## src/hw/chsf_pkg.sv

```systemverilog
package chsf_pkg;

   // Register byte addresses and bit positions
   localparam logic [31:0] STATUS_OFFSET     = 32'hfffa_8040;
   localparam logic [31:0] IRQ_STATUS_OFFSET = 32'hfffa_8050;
   localparam logic [31:0] IRQ_CLEAR_OFFSET  = 32'hfffa_8054;
   localparam logic [31:0] IRQ_ENABLE_OFFSET = 32'hfffa_8058;
   localparam logic [31:0] CONTROL_OFFSET    = 32'hfffa_805c;
   localparam int          CMD_DONE_BIT      = 0;
   localparam int          RX_AVAIL_BIT      = 1;
   localparam int          TX_TAKEN_BIT      = 2;
   localparam int          BLOCK_END_BIT     = 3;
   localparam int          XFER_ACTIVE_BIT   = 4;
   localparam int          TX_BUF_EMPTY_BIT  = 15;
   localparam int          DMA_MODE_BIT      = 0;
   localparam int          EVENT_COUNT       = 5;

   // Values after reset
   localparam logic [EVENT_COUNT-1:0] FLAGS_RESET   = 5'h05;
   localparam logic [EVENT_COUNT-1:0] IRQ_RESET     = 5'h00;
   localparam logic [31:0]            READ_FILL     = 32'h0000_0000;

   // Register-bus handshake state, for reads and writes
   typedef enum logic [1:0]
   {
      CHSF_IDLE  = 2'b00,
      CHSF_READ  = 2'b01,
      CHSF_DONE  = 2'b11
   } chsf_bus_state_type;

endpackage : chsf_pkg

```

## src/hw/chsf_event_if.sv

```systemverilog
`timescale 1ns/100ps
// Flag events that travel from the top into the sticky-bit bank
interface chsf_event_if;
   logic [4:0] eventPulse;  // One-cycle rising edges of flags
   logic [4:0] clearMask;   // Software clear word
   logic       clearStrobe; // Clear word valid
   logic [4:0] enableMask;  // Interrupt enable word
   logic [4:0] stickyBits;  // Latched events
   logic       irqLevel;    // Combined interrupt, registered
   modport top (output eventPulse, output clearMask, output clearStrobe, output enableMask,
                input stickyBits, input irqLevel);
   modport bank (input eventPulse, input clearMask, input clearStrobe, input enableMask,
                 output stickyBits, output irqLevel);
endinterface : chsf_event_if

```

## src/hw/chsf_irq_bank.sv

```systemverilog
`timescale 1ns/100ps
module chsf_irq_bank
   import chsf_pkg::*;
(
   input  wire logic   clock,
   input  wire logic   sys_rst,
   input  wire logic   clkEn,
   chsf_event_if.bank  ev
);

   logic [EVENT_COUNT-1:0] sticky_reg; // Latched events
   logic                   irq_reg;    // Registered interrupt level

   // Set beats clear so an event in the clear cycle is kept
   always_ff @(posedge clock)
   begin
      if (sys_rst)
         sticky_reg <= IRQ_RESET;
      else if (clkEn)
         sticky_reg <= (sticky_reg & ~(ev.clearStrobe ? ev.clearMask : IRQ_RESET)) | ev.eventPulse;
   end

   // Level output while an enabled bit stands
   always_ff @(posedge clock)
   begin
      if (sys_rst)
         irq_reg <= 1'b0;
      else if (clkEn)
         irq_reg <= |(((sticky_reg & ~(ev.clearStrobe ? ev.clearMask : IRQ_RESET)) | ev.eventPulse)
                      & ev.enableMask);
   end

   assign ev.stickyBits = sticky_reg;
   assign ev.irqLevel   = irq_reg;

endmodule : chsf_irq_bank

```

## src/hw/card_host_status_flags.sv

```systemverilog
// Local design decision: the Avalon-MM register port.
`timescale 1ns/100ps
// What this block does
// - Command done low while sending, then set
// - Command register write clears command done
// - Receive flag sets on data, clears on read
// - Transmit flag sets when word reaches shifter
// - Status read clears block end flag
// - Block end sets after block plus CRC status
// - DMA mode: set on last CRC, buffer empty
// - No DMA: set on every CRC status
// - Transfer flag high through CRC calculation end
module card_host_status_flags
   import chsf_pkg::*;
(
   input  wire logic        clock,
   input  wire logic        sys_rst,
   input  wire logic        clkEn,
   input  wire logic [31:0] avs_address,
   input  wire logic        avs_read,
   input  wire logic        avs_write,
   input  wire logic [31:0] avs_writedata,
   input  wire logic [3:0]  avs_byteenable,
   output logic      [31:0] avs_readdata,
   output logic             avs_waitrequest,
   input  wire logic        cmdRegWrite,
   input  wire logic        cmdSent,
   input  wire logic        rxWordArrived,
   input  wire logic        rxDataRegRead,
   input  wire logic        txDataRegWrite,
   input  wire logic        txWordToShifter,
   input  wire logic        crcStatusSent,
   input  wire logic        txBufferEmpty,
   input  wire logic        xferStart,
   input  wire logic        crcCalcDone,
   output logic             irq,
   output logic             dmaAssistMode
);

   // Flag state
   logic                   cmdDone_reg;     // Command done
   logic                   rxAvail_reg;     // Receive word available
   logic                   txTaken_reg;     // Transmit word taken
   logic                   blockEnd_reg;    // Block ended
   logic                   xferActive_reg;  // Transfer in progress
   logic                   dmaMode_reg;     // DMA assistance select
   logic [EVENT_COUNT-1:0] irqEnable_reg;   // Interrupt enables
   logic [EVENT_COUNT-1:0] flagsPrev_reg;   // For rising-edge events
   logic [31:0]            readData_reg;    // Bus read data
   logic                   wait_reg;        // Bus waitrequest
   chsf_bus_state_type     busState_reg;    // Bus handshake state
   chsf_bus_state_type     busState_next;   // Next handshake state

   // Decoded bus strokes
   logic                   busIdle;         // Ready to take a request
   logic                   statusRead;      // Status word read, taken
   logic                   blockEndSet;     // Block end event
   logic [EVENT_COUNT-1:0] flagsNow;        // Current flag vector
   logic [31:0]            readValue;       // Mux of readable words
   logic                   writeTake;       // Write taken this cycle
   logic                   clearWrite;      // Write to clear word

   chsf_event_if evBus ();

   assign busIdle    = (busState_reg == CHSF_IDLE);
   assign writeTake  = busIdle && avs_write;
   // Status read counts once, in the cycle it is accepted
   assign statusRead = busIdle && avs_read && (avs_address == STATUS_OFFSET);
   assign clearWrite = writeTake && (avs_address == IRQ_CLEAR_OFFSET) && avs_byteenable[0];

   // Which CRC status ends a block depends on the DMA mode
   always_comb
   begin
      if (dmaMode_reg)
         blockEndSet = crcStatusSent && txBufferEmpty;
      else
         blockEndSet = crcStatusSent;
   end

   // Command done: cleared by a new command, set once it is sent
   always_ff @(posedge clock)
   begin
      if (sys_rst)
         cmdDone_reg <= FLAGS_RESET[CMD_DONE_BIT];
      else if (clkEn)
      begin
         if (cmdSent)
            cmdDone_reg <= 1'b1;
         else if (cmdRegWrite)
            cmdDone_reg <= 1'b0;
      end
   end

   // Receive flag: arrival wins over a simultaneous read
   always_ff @(posedge clock)
   begin
      if (sys_rst)
         rxAvail_reg <= FLAGS_RESET[RX_AVAIL_BIT];
      else if (clkEn)
      begin
         if (rxWordArrived)
            rxAvail_reg <= 1'b1;
         else if (rxDataRegRead)
            rxAvail_reg <= 1'b0;
      end
   end

   // Transmit flag: low after a write until the shifter takes it
   always_ff @(posedge clock)
   begin
      if (sys_rst)
         txTaken_reg <= FLAGS_RESET[TX_TAKEN_BIT];
      else if (clkEn)
      begin
         if (txWordToShifter)
            txTaken_reg <= 1'b1;
         else if (txDataRegWrite)
            txTaken_reg <= 1'b0;
      end
   end

   // Block end: meaningful for writes only; read clears it
   always_ff @(posedge clock)
   begin
      if (sys_rst)
         blockEnd_reg <= FLAGS_RESET[BLOCK_END_BIT];
      else if (clkEn)
      begin
         if (blockEndSet)
            blockEnd_reg <= 1'b1;
         else if (statusRead)
            blockEnd_reg <= 1'b0;
      end
   end

   // Transfer active until the CRC16 calculation ends
   always_ff @(posedge clock)
   begin
      if (sys_rst)
         xferActive_reg <= FLAGS_RESET[XFER_ACTIVE_BIT];
      else if (clkEn)
      begin
         if (crcCalcDone)
            xferActive_reg <= 1'b0;
         else if (xferStart)
            xferActive_reg <= 1'b1;
      end
   end

   // Software-owned controls; status word writes fall through
   always_ff @(posedge clock)
   begin
      if (sys_rst)
      begin
         dmaMode_reg   <= 1'b0;
         irqEnable_reg <= IRQ_RESET;
      end
      else if (clkEn && writeTake && avs_byteenable[0])
      begin
         case (avs_address)
            CONTROL_OFFSET:    dmaMode_reg   <= avs_writedata[DMA_MODE_BIT];
            IRQ_ENABLE_OFFSET: irqEnable_reg <= avs_writedata[EVENT_COUNT-1:0];
            default:           ;
         endcase
      end
   end

   // Edge detector feeding the sticky bank
   assign flagsNow = {xferActive_reg, blockEnd_reg, txTaken_reg, rxAvail_reg, cmdDone_reg};

   always_ff @(posedge clock)
   begin
      if (sys_rst)
         flagsPrev_reg <= FLAGS_RESET;
      else if (clkEn)
         flagsPrev_reg <= flagsNow;
   end

   assign evBus.eventPulse  = flagsNow & ~flagsPrev_reg;
   assign evBus.clearMask   = avs_writedata[EVENT_COUNT-1:0];
   assign evBus.clearStrobe = clearWrite;
   assign evBus.enableMask  = irqEnable_reg;

   chsf_irq_bank u_bank
   (
      .clock   (clock),
      .sys_rst (sys_rst),
      .clkEn   (clkEn),
      .ev      (evBus)
   );

   // Read mux; unmapped words read as zero
   always_comb
   begin
      readValue = READ_FILL;
      case (avs_address)
         STATUS_OFFSET:
         begin
            readValue[EVENT_COUNT-1:0] = flagsNow;
            readValue[TX_BUF_EMPTY_BIT] = txBufferEmpty;
         end
         IRQ_STATUS_OFFSET: readValue[EVENT_COUNT-1:0] = evBus.stickyBits;
         IRQ_ENABLE_OFFSET: readValue[EVENT_COUNT-1:0] = irqEnable_reg;
         CONTROL_OFFSET:    readValue[DMA_MODE_BIT]     = dmaMode_reg;
         default:           readValue = READ_FILL;
      endcase
   end

   // Handshake: take in IDLE, answer one cycle later
   always_comb
   begin
      case (busState_reg)
         CHSF_IDLE: busState_next = (avs_read || avs_write) ? CHSF_READ : CHSF_IDLE;
         CHSF_READ: busState_next = CHSF_DONE;
         CHSF_DONE: busState_next = CHSF_IDLE;
         default:   busState_next = CHSF_IDLE;
      endcase
   end

   always_ff @(posedge clock)
   begin
      if (sys_rst)
         busState_reg <= CHSF_IDLE;
      else if (clkEn)
         busState_reg <= busState_next;
   end

   // Waitrequest drops in READ state; master samples at the next edge
   always_ff @(posedge clock)
   begin
      if (sys_rst)
         wait_reg <= 1'b1;
      else if (clkEn)
         wait_reg <= !(busState_next == CHSF_READ);
   end

   // Data captured when taken, so the clearing read sees the old flag
   always_ff @(posedge clock)
   begin
      if (sys_rst)
         readData_reg <= READ_FILL;
      else if (clkEn && busIdle && avs_read)
         readData_reg <= readValue;
   end

   assign avs_readdata    = readData_reg;
   assign avs_waitrequest = wait_reg;
   assign irq             = evBus.irqLevel;
   assign dmaAssistMode   = dmaMode_reg;

   // Block end stays clear after a status read with no new CRC status
   property p_blockEndClr;
      @(posedge clock) disable iff (sys_rst)
      (clkEn && statusRead && !blockEndSet) |=> !blockEnd_reg;
   endproperty
   a_blockEndClr: assert property (p_blockEndClr) else $error("block end not cleared by read");

   property p_cmdDone;
      @(posedge clock) disable iff (sys_rst)
      (clkEn && cmdRegWrite && !cmdSent) |=> !cmdDone_reg;
   endproperty
   a_cmdDone: assert property (p_cmdDone) else $error("command done not cleared");

   property p_cmdSent;
      @(posedge clock) disable iff (sys_rst)
      (clkEn && cmdSent) |=> cmdDone_reg;
   endproperty
   a_cmdSent: assert property (p_cmdSent) else $error("command done not set");

   property p_dmaBlock;
      @(posedge clock) disable iff (sys_rst)
      (clkEn && dmaMode_reg && crcStatusSent && !txBufferEmpty && !blockEnd_reg) |=> !blockEnd_reg;
   endproperty
   a_dmaBlock: assert property (p_dmaBlock) else $error("block end set before buffer empty");

   property p_plainBlock;
      @(posedge clock) disable iff (sys_rst)
      (clkEn && !dmaMode_reg && crcStatusSent) |=> blockEnd_reg;
   endproperty
   a_plainBlock: assert property (p_plainBlock) else $error("block end missed a CRC status");

   property p_rxFlag;
      @(posedge clock) disable iff (sys_rst)
      (clkEn && rxWordArrived) |=> rxAvail_reg;
   endproperty
   a_rxFlag: assert property (p_rxFlag) else $error("receive flag lost");

   property p_txFlag;
      @(posedge clock) disable iff (sys_rst)
      (clkEn && txDataRegWrite && !txWordToShifter) |=> !txTaken_reg;
   endproperty
   a_txFlag: assert property (p_txFlag) else $error("transmit flag not lowered");

   property p_xfer;
      @(posedge clock) disable iff (sys_rst)
      (clkEn && crcCalcDone) |=> !xferActive_reg;
   endproperty
   a_xfer: assert property (p_xfer) else $error("transfer flag stuck after CRC");

   property p_noWrite;
      @(posedge clock) disable iff (sys_rst)
      (clkEn && writeTake && avs_address == STATUS_OFFSET && !cmdSent && !cmdRegWrite) |=>
         (cmdDone_reg == $past(cmdDone_reg));
   endproperty
   a_noWrite: assert property (p_noWrite) else $error("status write changed a flag");

   property p_blockEndSet;
      @(posedge clock) disable iff (sys_rst)
      (clkEn && blockEndSet) |=> blockEnd_reg;
   endproperty
   a_blockEndSet: assert property (p_blockEndSet) else $error("block end not set");

   // A read with no new arrival must drop the receive flag
   property p_rxClr;
      @(posedge clock) disable iff (sys_rst)
      (clkEn && rxDataRegRead && !rxWordArrived) |=> !rxAvail_reg;
   endproperty
   a_rxClr: assert property (p_rxClr) else $error("receive flag not cleared by read");

   property p_txSet;
      @(posedge clock) disable iff (sys_rst)
      (clkEn && txWordToShifter) |=> txTaken_reg;
   endproperty
   a_txSet: assert property (p_txSet) else $error("transmit flag not set by shifter load");

   property p_xferSet;
      @(posedge clock) disable iff (sys_rst)
      (clkEn && xferStart && !crcCalcDone) |=> xferActive_reg;
   endproperty
   a_xferSet: assert property (p_xferSet) else $error("transfer flag not raised");

   property p_dmaBlockSet;
      @(posedge clock) disable iff (sys_rst)
      (clkEn && dmaMode_reg && crcStatusSent && txBufferEmpty) |=> blockEnd_reg;
   endproperty
   a_dmaBlockSet: assert property (p_dmaBlockSet) else $error("block end missed final CRC status");

   // Covers every flag, not only command done, when nothing else moves them
   property p_noWriteFlags;
      @(posedge clock) disable iff (sys_rst)
      (clkEn && writeTake && avs_address == STATUS_OFFSET && !cmdSent && !cmdRegWrite && !rxWordArrived
       && !rxDataRegRead && !txDataRegWrite && !txWordToShifter && !crcStatusSent && !xferStart
       && !crcCalcDone) |=> $stable(flagsNow);
   endproperty
   a_noWriteFlags: assert property (p_noWriteFlags) else $error("status write moved a flag");

   // Frozen cycles keep every flag where it was
   property p_freeze;
      @(posedge clock) disable iff (sys_rst)
      !clkEn |=> $stable(flagsNow);
   endproperty
   a_freeze: assert property (p_freeze) else $error("flag moved while clock enable low");

endmodule : card_host_status_flags

```

## config.mk

```make
export PLATFORM = sky130hd
export DESIGN_NAME = card_host_status_flags
export DESIGN_NICKNAME = d
export VERILOG_FILES = /design/src/hw/chsf_pkg.sv /design/src/hw/chsf_event_if.sv /design/src/hw/chsf_irq_bank.sv /design/src/hw/card_host_status_flags.sv
export SDC_FILE = /design/constraint.sdc
export NUM_CORES = 1
export LEC_CHECK = 0
export BUFFER_PORTS_ARGS = -buffer_cell sky130_fd_sc_hd__buf_2
export CAP_MARGIN = 20
export CORE_ASPECT_RATIO = 0.9
export CORE_MARGIN = 5
export CORE_UTILIZATION = 39
export DETAILED_ROUTE_END_ITERATION = 12
export PLACE_DENSITY = 0.77
export REMOVE_ABC_BUFFERS = 1
export SLEW_MARGIN = 20
export SYNTH_ARGS = -nofsm -noshare
export SYNTH_HDL_FRONTEND = slang
export SYNTH_SLANG_ARGS = --single-unit
```

## constraint.sdc

```tcl
create_clock -name clock -period 1.95 [get_ports clock]
set_clock_uncertainty 0.2 [all_clocks]
set_input_delay 0.0975 -clock clock [delete_from_list [all_inputs] [get_ports clock]]
set_output_delay 0.0975 -clock clock [all_outputs]
set_load 0.02 [all_outputs]
```

# Yosys cells after proc, flatten, opt, wreduce, memory -nomap -nowiden
# Index checks and enable logic that the tools add are counted.
[totals] output_inout_bits=35 regBits=31
[classes] bitwise=6 n_eq_ne=7 n_mux=17 n_reduce_logical=26
[ops] operator="== test 32 bit (second input constant)" count=5
[ops] operator="AND 5 bit" count=3
[ops] operator="AND reduction 2 bit" count=7
[ops] operator="2-to-1 mux 1 bit" count=13
[ops] operator="case mux 4 bit (3 select lines)" count=1
[ops] operator="logical AND 1 bit" count=10
[ops] operator="inverter 5 bit" count=2
[ops] operator="nonzero test 2 bit" count=5
[ops] operator="2-to-1 mux 5 bit" count=1
[ops] operator="bitwise OR 5 bit" count=1
[ops] operator="OR reduction 5 bit" count=1
[ops] operator="== test 2 x 1 -> 1 bit (second input constant)" count=2
[ops] operator="case mux 1 bit (4 select lines)" count=1
[ops] operator="case mux 2 bit (2 select lines)" count=1
[ops] operator="zero test 2 bit" count=1
[ops] operator="zero test 1 bit" count=1
[ops] operator="logical OR 1 bit" count=1

# Depth between registers and ports, before layout
# Gate-level depths: netlist (run 1).
[logic_depth] word_depth=10 ltp_mapped=6 depth_no_buf=5

# By module
# From an unflattened synthesis (run 1), not the netlist that was laid out.
[unflattened] hier_cells=204 area_unflattened_um2=1757.9
[by_module_without_submodules] module="card_host_status_flags" n_inst=1 seq_area_each_um2=500.5 area_each_um2=1436.4 cells_per_inst=165
[by_module_without_submodules] module="chsf_irq_bank" n_inst=1 seq_area_each_um2=120.1 area_each_um2=321.6 cells_per_inst=39

# Least setup slack after synthesis (run 1)
# No wires, ideal clock.
[synth_path] path_type="input to register" start="input port avs_address[0]" end="register irqEnable_reg[0], in the netlist evBus.enableMask[0]" slack_ps=22 required_ps=1678 setup_time_ps=72 t_arrival_ps=1656 path_stages=5 cell_sequence="nand4b_1 or4_4 or2_4 nor4_4 mux2i_1"
[synth_via] elab_chain_cells=2
[synth_rtl] element="from (decl)" line_no="card_host_status_flags.sv:19" source="input wire logic [31:0] avs_address,"
[synth_rtl] element="== test 32 bit" line_no="card_host_status_flags.sv:160" source="case (avs_address)"
[synth_rtl] element="AND reduction 2 bit (no source line)"
[synth_rtl] element="to (signal assigned)" line_no="card_host_status_flags.sv:162" source="IRQ_ENABLE_OFFSET: irqEnable_reg <= avs_writedata[EVENT_COUNT-1:0];"
[synth_rtl] element="to (decl)" line_no="card_host_status_flags.sv:47" source="logic [EVENT_COUNT-1:0] irqEnable_reg;"
# Every way passes these cells.
# A chain may end at the register's enable or synchronous reset.

# Final worst setup path (run 1)
[layout_path] start="input port sys_rst" end="register txTaken_reg"
[layout_lines] element="from (decl)" line_no="card_host_status_flags.sv:17" source="input wire logic sys_rst,"
[layout_lines] element="to (signal assigned)" line_no="card_host_status_flags.sv:112" source="txTaken_reg <= FLAGS_RESET[TX_TAKEN_BIT];"
[layout_lines] element="to (decl)" line_no="card_host_status_flags.sv:43" source="logic txTaken_reg;"
# No word-level cell between the ends.

==> results of run 1 <==
==> cell families (layout without fill, tap and decap cells) <==
group,count (synthesis),count (layout),share of synthesized area (%)
compound gates,43,43,15.9
buf+inv,42,105,14.6
flops,31,31,32.7
mux,16,16,8.64
other cells,1,26,0.198
simple gates,84,84,27.9
==> Yosys cell counts (all sizes together) (2+ instances only) <==
cell type / n / share of area, %
or2b: 10 / 4.6
a311oi: 8 / 3.7
a221o: 2 / 1.1
inv: 7 / 1.4
dfxtp: 31 / 33
nand3: 3 / 0.79
a211o: 2 / 0.92
nor2: 14 / 2.8
nand2b: 3 / 0.99
mux2: 3 / 1.8
and4: 3 / 1.4
clkbuf: 6 / 1.7
mux2i: 13 / 6.9
a22oi: 2 / 0.79
nand4: 7 / 2.3
nand3b: 2 / 0.79
nor4: 3 / 1.8
o21ai: 10 / 2.6
a21o: 3 / 1.2
nand2: 17 / 3.4
nor2b: 11 / 3.6
nor4b: 2 / 0.92
o211ai: 2 / 0.79
a21oi: 8 / 2.1
buf: 28 / 11
==> stage by stage <==
step                      hold slack [ns]  power [mW]  utilization (%)  cells  TNS, ns
final                              0.0333        1.51             52.7    370        0
after global routing               0.0568        1.58             52.7    370  -0.0505
after detailed placement           0.0856       0.920             45.6    340   -0.573
after floorplan                   -0.0334       0.811                -    207        0
after global placement             0.0844       0.915             45.6    340   -0.614
after CTS                          0.0228        1.52             52.4    370        0
==> per-layer routing <==
metal | GRT usage, % | part of all wire, %
met5 | 0 | 0
met1 | 17.8 | 42
met2 | 23.2 | 45
met4 | 3.86 | 1.3
met3 | 6.49 | 12
==> worst reg2reg max path, stage by stage (launching register included) <==
cell      delay (ns)
dfxtp_1         0.37
nor2b_1         0.24
o21ai_0         0.15
a222oi_1        0.37
o31ai_1         0.11
a311oi_1        0.25
==> path summary, 6_finish.rpt <==
path	from	end	slack, ns
worst min-delay path	clkEn	blockEnd_reg$_SDFFE_PP0P_	0.03
worst min register to register	avs_readdata[15]$_SDFFE_PP0P_	avs_readdata[15]$_SDFFE_PP0P_	0.26
worst max-delay path	sys_rst	txTaken_reg$_SDFFE_PP1P_	0.09
worst max register to register	txTaken_reg$_SDFFE_PP1P_	u_bank.ev.irqLevel$_SDFFE_PP0P_	0.17
==> power by group through the flow <==
stage | Sequential [mW] | Combinational, mW | Clock [mW]
final | 0.676 | 0.276 | 0.556
after global routing | 0.678 | 0.303 | 0.599
after CTS | 0.674 | 0.269 | 0.575
after detailed placement | 0.688 | 0.232 | 0
after global placement | 0.687 | 0.227 | 0
after floorplan | 0.688 | 0.123 | 0
==> what timing repair did <==
action / in CTS / in global routing
gates resized for setup: 0 / 7
hold endpoints to repair: 22 / 0
setup endpoints to repair: 0 / 5
hold buffers: 22 / 0
==> cell type report <==
type / count / area share [%]
Tap cell: 65 / 3.23
Timing Repair Buffer: 90 / 23.1
Multi-Input combinational cell: 169 / 43.9
Clock buffer: 8 / 3.98
Inverter: 7 / 1.04
Sequential cell: 31 / 24.7
==> impl_metrics.ini, run 1 <==
[status]
outcome = completed

[layout]
final_cell_mix = 61 x buf_2, 31 x dfxtp_1, 26 x conb_1
multi_input_area_sq_um = 1100
diodes = 0
seqCellArea_sq_um = 621
drive_gt1_share_pct = 30.8
design_area_sq_um = 2510
largest_reg_flops = 6
fin_nets = 387
final_common_cell = buf_2
area_growth_pct = 32.5
nFillCells = 450

[worst_hold_path]
hold_class = primary input to flip-flop
hold_depth = 3

[logic_synthesis]
synth_area_per_cell_sq_um = 8.75
netlist_area_sq_um = 1900
yosys_register_bits = 31
yosysUniqueCellTypes = 45
synth_cells = 217
synth_edf_count = 0
yosys_most_used_dff = dfxtp_1
synth_async_sr_flop_share_pct = 0
yosysWarnings = 0
ys_seq_area_share_pct = 32.7

[pwr]
p_switching_uw = 402
p_leak_nw = 1.07
powerDensity_nw_per_um2 = 600
combPwrFrac_pct = 18.3
switching_share_pct = 26.7
power_frac_seq_pct = 44.8
p_int_mw = 1.11
peakVddDrop_mv = 0.368
clockPowerShare_pct = 36.9

[timing]
post-route-period-util_pct = 95.5
fmax_mhz = 537
min_period_ns = 1.86
rsz0062_at_grt = true
timing_hold_violations_final = 0
worst_slack_ns = 0.0887
drv_slew = 0
setup_viol = 0

[worst_setup_path]
critPathMaxStageDelay_ns = 0.55
worstPathCellList = dlygate4sd3_1, buf_2, buf_6, a221o_1, dlygate4sd3_1
cp_num_cells = 5
crit_path_end_kind = flip-flop
crit_slowest_cell = dlygate4sd3_1
cp.required_ns = 1.92
r2r_cells = 5
crit_arrival_ns = 1.83
path_class = primary input to flip-flop
path_max_fanout = 26
crit_buf_inv = 4
start_kind = primary input
crit_family = buffers and inverters
worst_path_most_repeated_cell = dlygate4sd3_1

[grt]
grt_use_total_pct = 14.5
grt_max_degree = 29
grt_pass1_wl_um = 7730
gr-total-overflow = 0
grt_pass1_vias = 1679
antenna_found_initial = 0

[clock_network]
cts-root-buf = clkbuf_8
cts-buffers-inserted = 5
clkSlewWorstSetupHoldPaths_ns = 0.07
clock_latency_ns = 0.28
clkSinkCount = 31
clockBufferDepth = 2
htree_levels = 2
tritoncts = done
cts_setup_buffers = 0

[drt]
vias = 1812
wire_per_inst_um = 13.1
drt-total-wl_um = 4860
drtIter0Drc = 112
final_antenna_net_count = 0
vias_per_cell = 4.90
firstDrtPassIters = 4
drcViolationCount = 0

[floorplan]
ios = 118
chipHeight_um = 76.2
initial_core_util_pct = 39.8
coreArea_sq_um = 4770
dieArea_sq_um = 6360
fp.dieW_um = 83.5
std_cell_rows = 24

[placed_design]
place_area_sq_um = 2180
numPortBuffers = 61
dp_hpwl_um = 3560
preCtsSetupSlack_ns = -0.105
gp_congestion = 0.816

[job]
max-cap-violations = 0
Note: power is estimated with default switching activity, not from simulation.
==> run 2: changes to the inputs <==
--- a/config.mk
+++ b/config.mk
@@ -9,11 +9,12 @@
 export CAP_MARGIN = 20
 export CORE_ASPECT_RATIO = 0.9
 export CORE_MARGIN = 5
-export CORE_UTILIZATION = 39
+export CORE_UTILIZATION = 38
 export DETAILED_ROUTE_END_ITERATION = 12
-export PLACE_DENSITY = 0.77
+export PLACE_DENSITY_LB_ADDON = 0.1
 export REMOVE_ABC_BUFFERS = 1
 export SLEW_MARGIN = 20
 export SYNTH_ARGS = -nofsm -noshare
 export SYNTH_HDL_FRONTEND = slang
+export SYNTH_HIERARCHICAL = 1
 export SYNTH_SLANG_ARGS = --single-unit
==> impl_metrics.ini, run 2 <==
[pwr]
power_frac_seq_pct = 45.1
power_mw = 1.49
peakVddDrop_mv = 0.475
combPwrFrac_pct = 18.0
p_leak_nw = 1.12
switching_share_pct = 26.0
p_int_mw = 1.10
powerDensity_nw_per_um2 = 609
p_switching_uw = 387
clockPowerShare_pct = 36.9

[drt]
firstDrtPassIters = 4
vias = 1734
drtIter0Drc = 99
wire_per_inst_um = 13.0
vias_per_cell = 4.82
drt-total-wl_um = 4690
drcViolationCount = 0
final_antenna_net_count = 0

[layout]
drive_gt1_share_pct = 31.9
diodes = 0
final_common_cell = buf_2
design_area_sq_um = 2440
final_util_pct = 54.7
area_growth_pct = 38.8
largest_reg_flops = 6
final_cell_mix = 59 x buf_2, 31 x dfxtp_1, 26 x conb_1
nFillCells = 426
fin_nets = 380

[timing]
timing_hold_violations_final = 0
fmax_mhz = 500
fin_setup_tns_ns = -0.0711
post-route-period-util_pct = 103
rsz0062_at_grt = true
drv_slew = 0
setup_viol = 2
worst_slack_ns = -0.0490
min_period_ns = 2.00

[placed_design]
dp_hpwl_um = 3490
numPortBuffers = 61
gp_congestion = 0.823
place_area_sq_um = 2090
preCtsSetupSlack_ns = -0.459

[worst_setup_path]
crit_arrival_ns = 1.95
reg2reg_from = busState_reg[0]$_SDFFE_PP0P_
crit_path_end_kind = flip-flop
path_max_fanout = 5
critPathLaunch = avs_address[5]
crit_slowest_cell = or4b_4
start_kind = primary input
crit_end = u_bank/ev.irqLevel$_SDFFE_PP0P_
cp.required_ns = 1.91
r2r_cells = 6
critPathMaxStageDelay_ns = 0.53
rrSetupSlack_ns = 0.11
r2r-end = u_bank/ev.irqLevel$_SDFFE_PP0P_
worstPathCellList = buf_6, or4b_4, nor4_4, nand4_1, and4b_2, a21oi_2, nor4_2, a311oi_1
path_class = primary input to flip-flop

[job]
max-cap-violations = 0

[floorplan]
chipHeight_um = 74.5
coreArea_sq_um = 4460
fp.dieW_um = 81.7
std_cell_rows = 23
dieArea_sq_um = 6090
ios = 118
initial_core_util_pct = 39.4

[logic_synthesis]
netlist_top_cells_count = 31 x dfxtp_1, 26 x buf_4, 20 x nor2_1
ys_seq_area_share_pct = 35.3
synth_most_common_cell = dfxtp_1
synth_async_sr_flop_share_pct = 0
yosysWarnings = 6
synth_area_per_cell_sq_um = 8.62
netlist_area_sq_um = 1760
yosysUniqueCellTypes = 45
synthTopCellsByArea = dfxtp_1 35%, buf_4 11%, mux2i_1 8.0%
synth_top_area_cell = dfxtp_1
synth_cells = 204
yosys_register_bits = 31
synth_top_area_share_pct = 35.3
synth_edf_count = 0
yosys_most_used_dff = dfxtp_1

[status]
outcome = finished, violations left
violations = negative setup slack

[clock_network]
cts-buffers-inserted = 5
cts-root-buf = clkbuf_8
clockBufferDepth = 2
clkSinkCount = 31
clkSlewWorstSetupHoldPaths_ns = 0.07
tritoncts = done
clock_latency_ns = 0.28
htree_levels = 2

[grt]
grt_pass1_vias = 1728
grt_max_degree = 20
antenna_found_initial = 0
gr-total-overflow = 0
grt_use_total_pct = 16.3
grt_pass1_wl_um = 7700

[worst_hold_path]
hold_class = primary input to flip-flop
[run 2: area by class of cell]
type / instances / area [sq um] / share of cell area [%]
Multi-Input combinational cell: 161 / 1010 / 41.2
Timing Repair Buffer: 95 / 624 / 25.6
Sequential cell: 31 / 621 / 25.4
Clock buffer: 8 / 100 / 4.10
Tap cell: 62 / 77.6 / 3.18
Inverter: 3 / 11.3 / 0.462
[run 2: cells by family after synthesis]
logic type / count (synthesis) / synth area share (%)
buf+inv: 37 / 14.5
simple gates: 78 / 24.3
flops: 31 / 35.3
mux: 15 / 8.61
compound gates: 42 / 17.1
other cells: 1 / 0.213
[run 2: repair_timing]
action	CTS	global route
setup endpoints to repair	4	6
setup buffers	1	1
hold endpoints to repair	18	0
pin swaps	6	5
hold buffers	19	0
resized for setup	7	6
[run 2: routing by layer]
layer | share of wire [%] | GRT usage [%]
met3 | 7.9 | 3.87
met5 | 0 | 0
met1 | 46 | 20.7
met4 | 0.96 | 5.90
met2 | 46 | 26.9
[run 2: power groups by stage]
| stage | clock (mW) | combinational, mW | sequential, mW |
|---|---|---|---|
| after floorplan | 0 | 0.113 | 0.684 |
| after global placement | 0 | 0.225 | 0.684 |
| after detailed placement | 0 | 0.226 | 0.684 |
| after CTS | 0.562 | 0.261 | 0.670 |
| after global routing | 0.601 | 0.296 | 0.673 |
| final | 0.549 | 0.267 | 0.670 |
[run 2: through the flow]
| step | hold slack [ns] | cells |
|---|---|---|
| 2_1_floorplan | -0.0334 | 195 |
| 3_3_place_gp | 0.0815 | 331 |
| 3_5_place_dp | 0.0872 | 331 |
| 4_1_cts | 0.00321 | 359 |
| 5_1_grt | 0.0228 | 360 |
| 6_report | 0.0103 | 360 |
[run 2: how the worst min path moves through the flow]
stage	start	end	cells after the start
after floorplan	sys_rst	avs_readdata[15]$_SDFFE_PP0P_	1
after CTS	avs_read	busState_reg[0]$_SDFFE_PP0P_	3
after global routing	sys_rst	u_bank/ev.stickyBits[1]$_SDFFE_PP0P_	2
after detailed placement	crcCalcDone	xferActive_reg$_SDFFE_PP0P_	2
final	sys_rst	rxAvail_reg$_SDFFE_PP0P_	2
after global placement	crcCalcDone	xferActive_reg$_SDFFE_PP0P_	2
[run 2: critical path: cells and delay by family]
| kind | cells | cell delay (ns) |
|---|---|---|
| simple gates | 5 | 1.57 |
| buf+inv | 1 | 0.09 |
| compound gates | 2 | 0.19 |
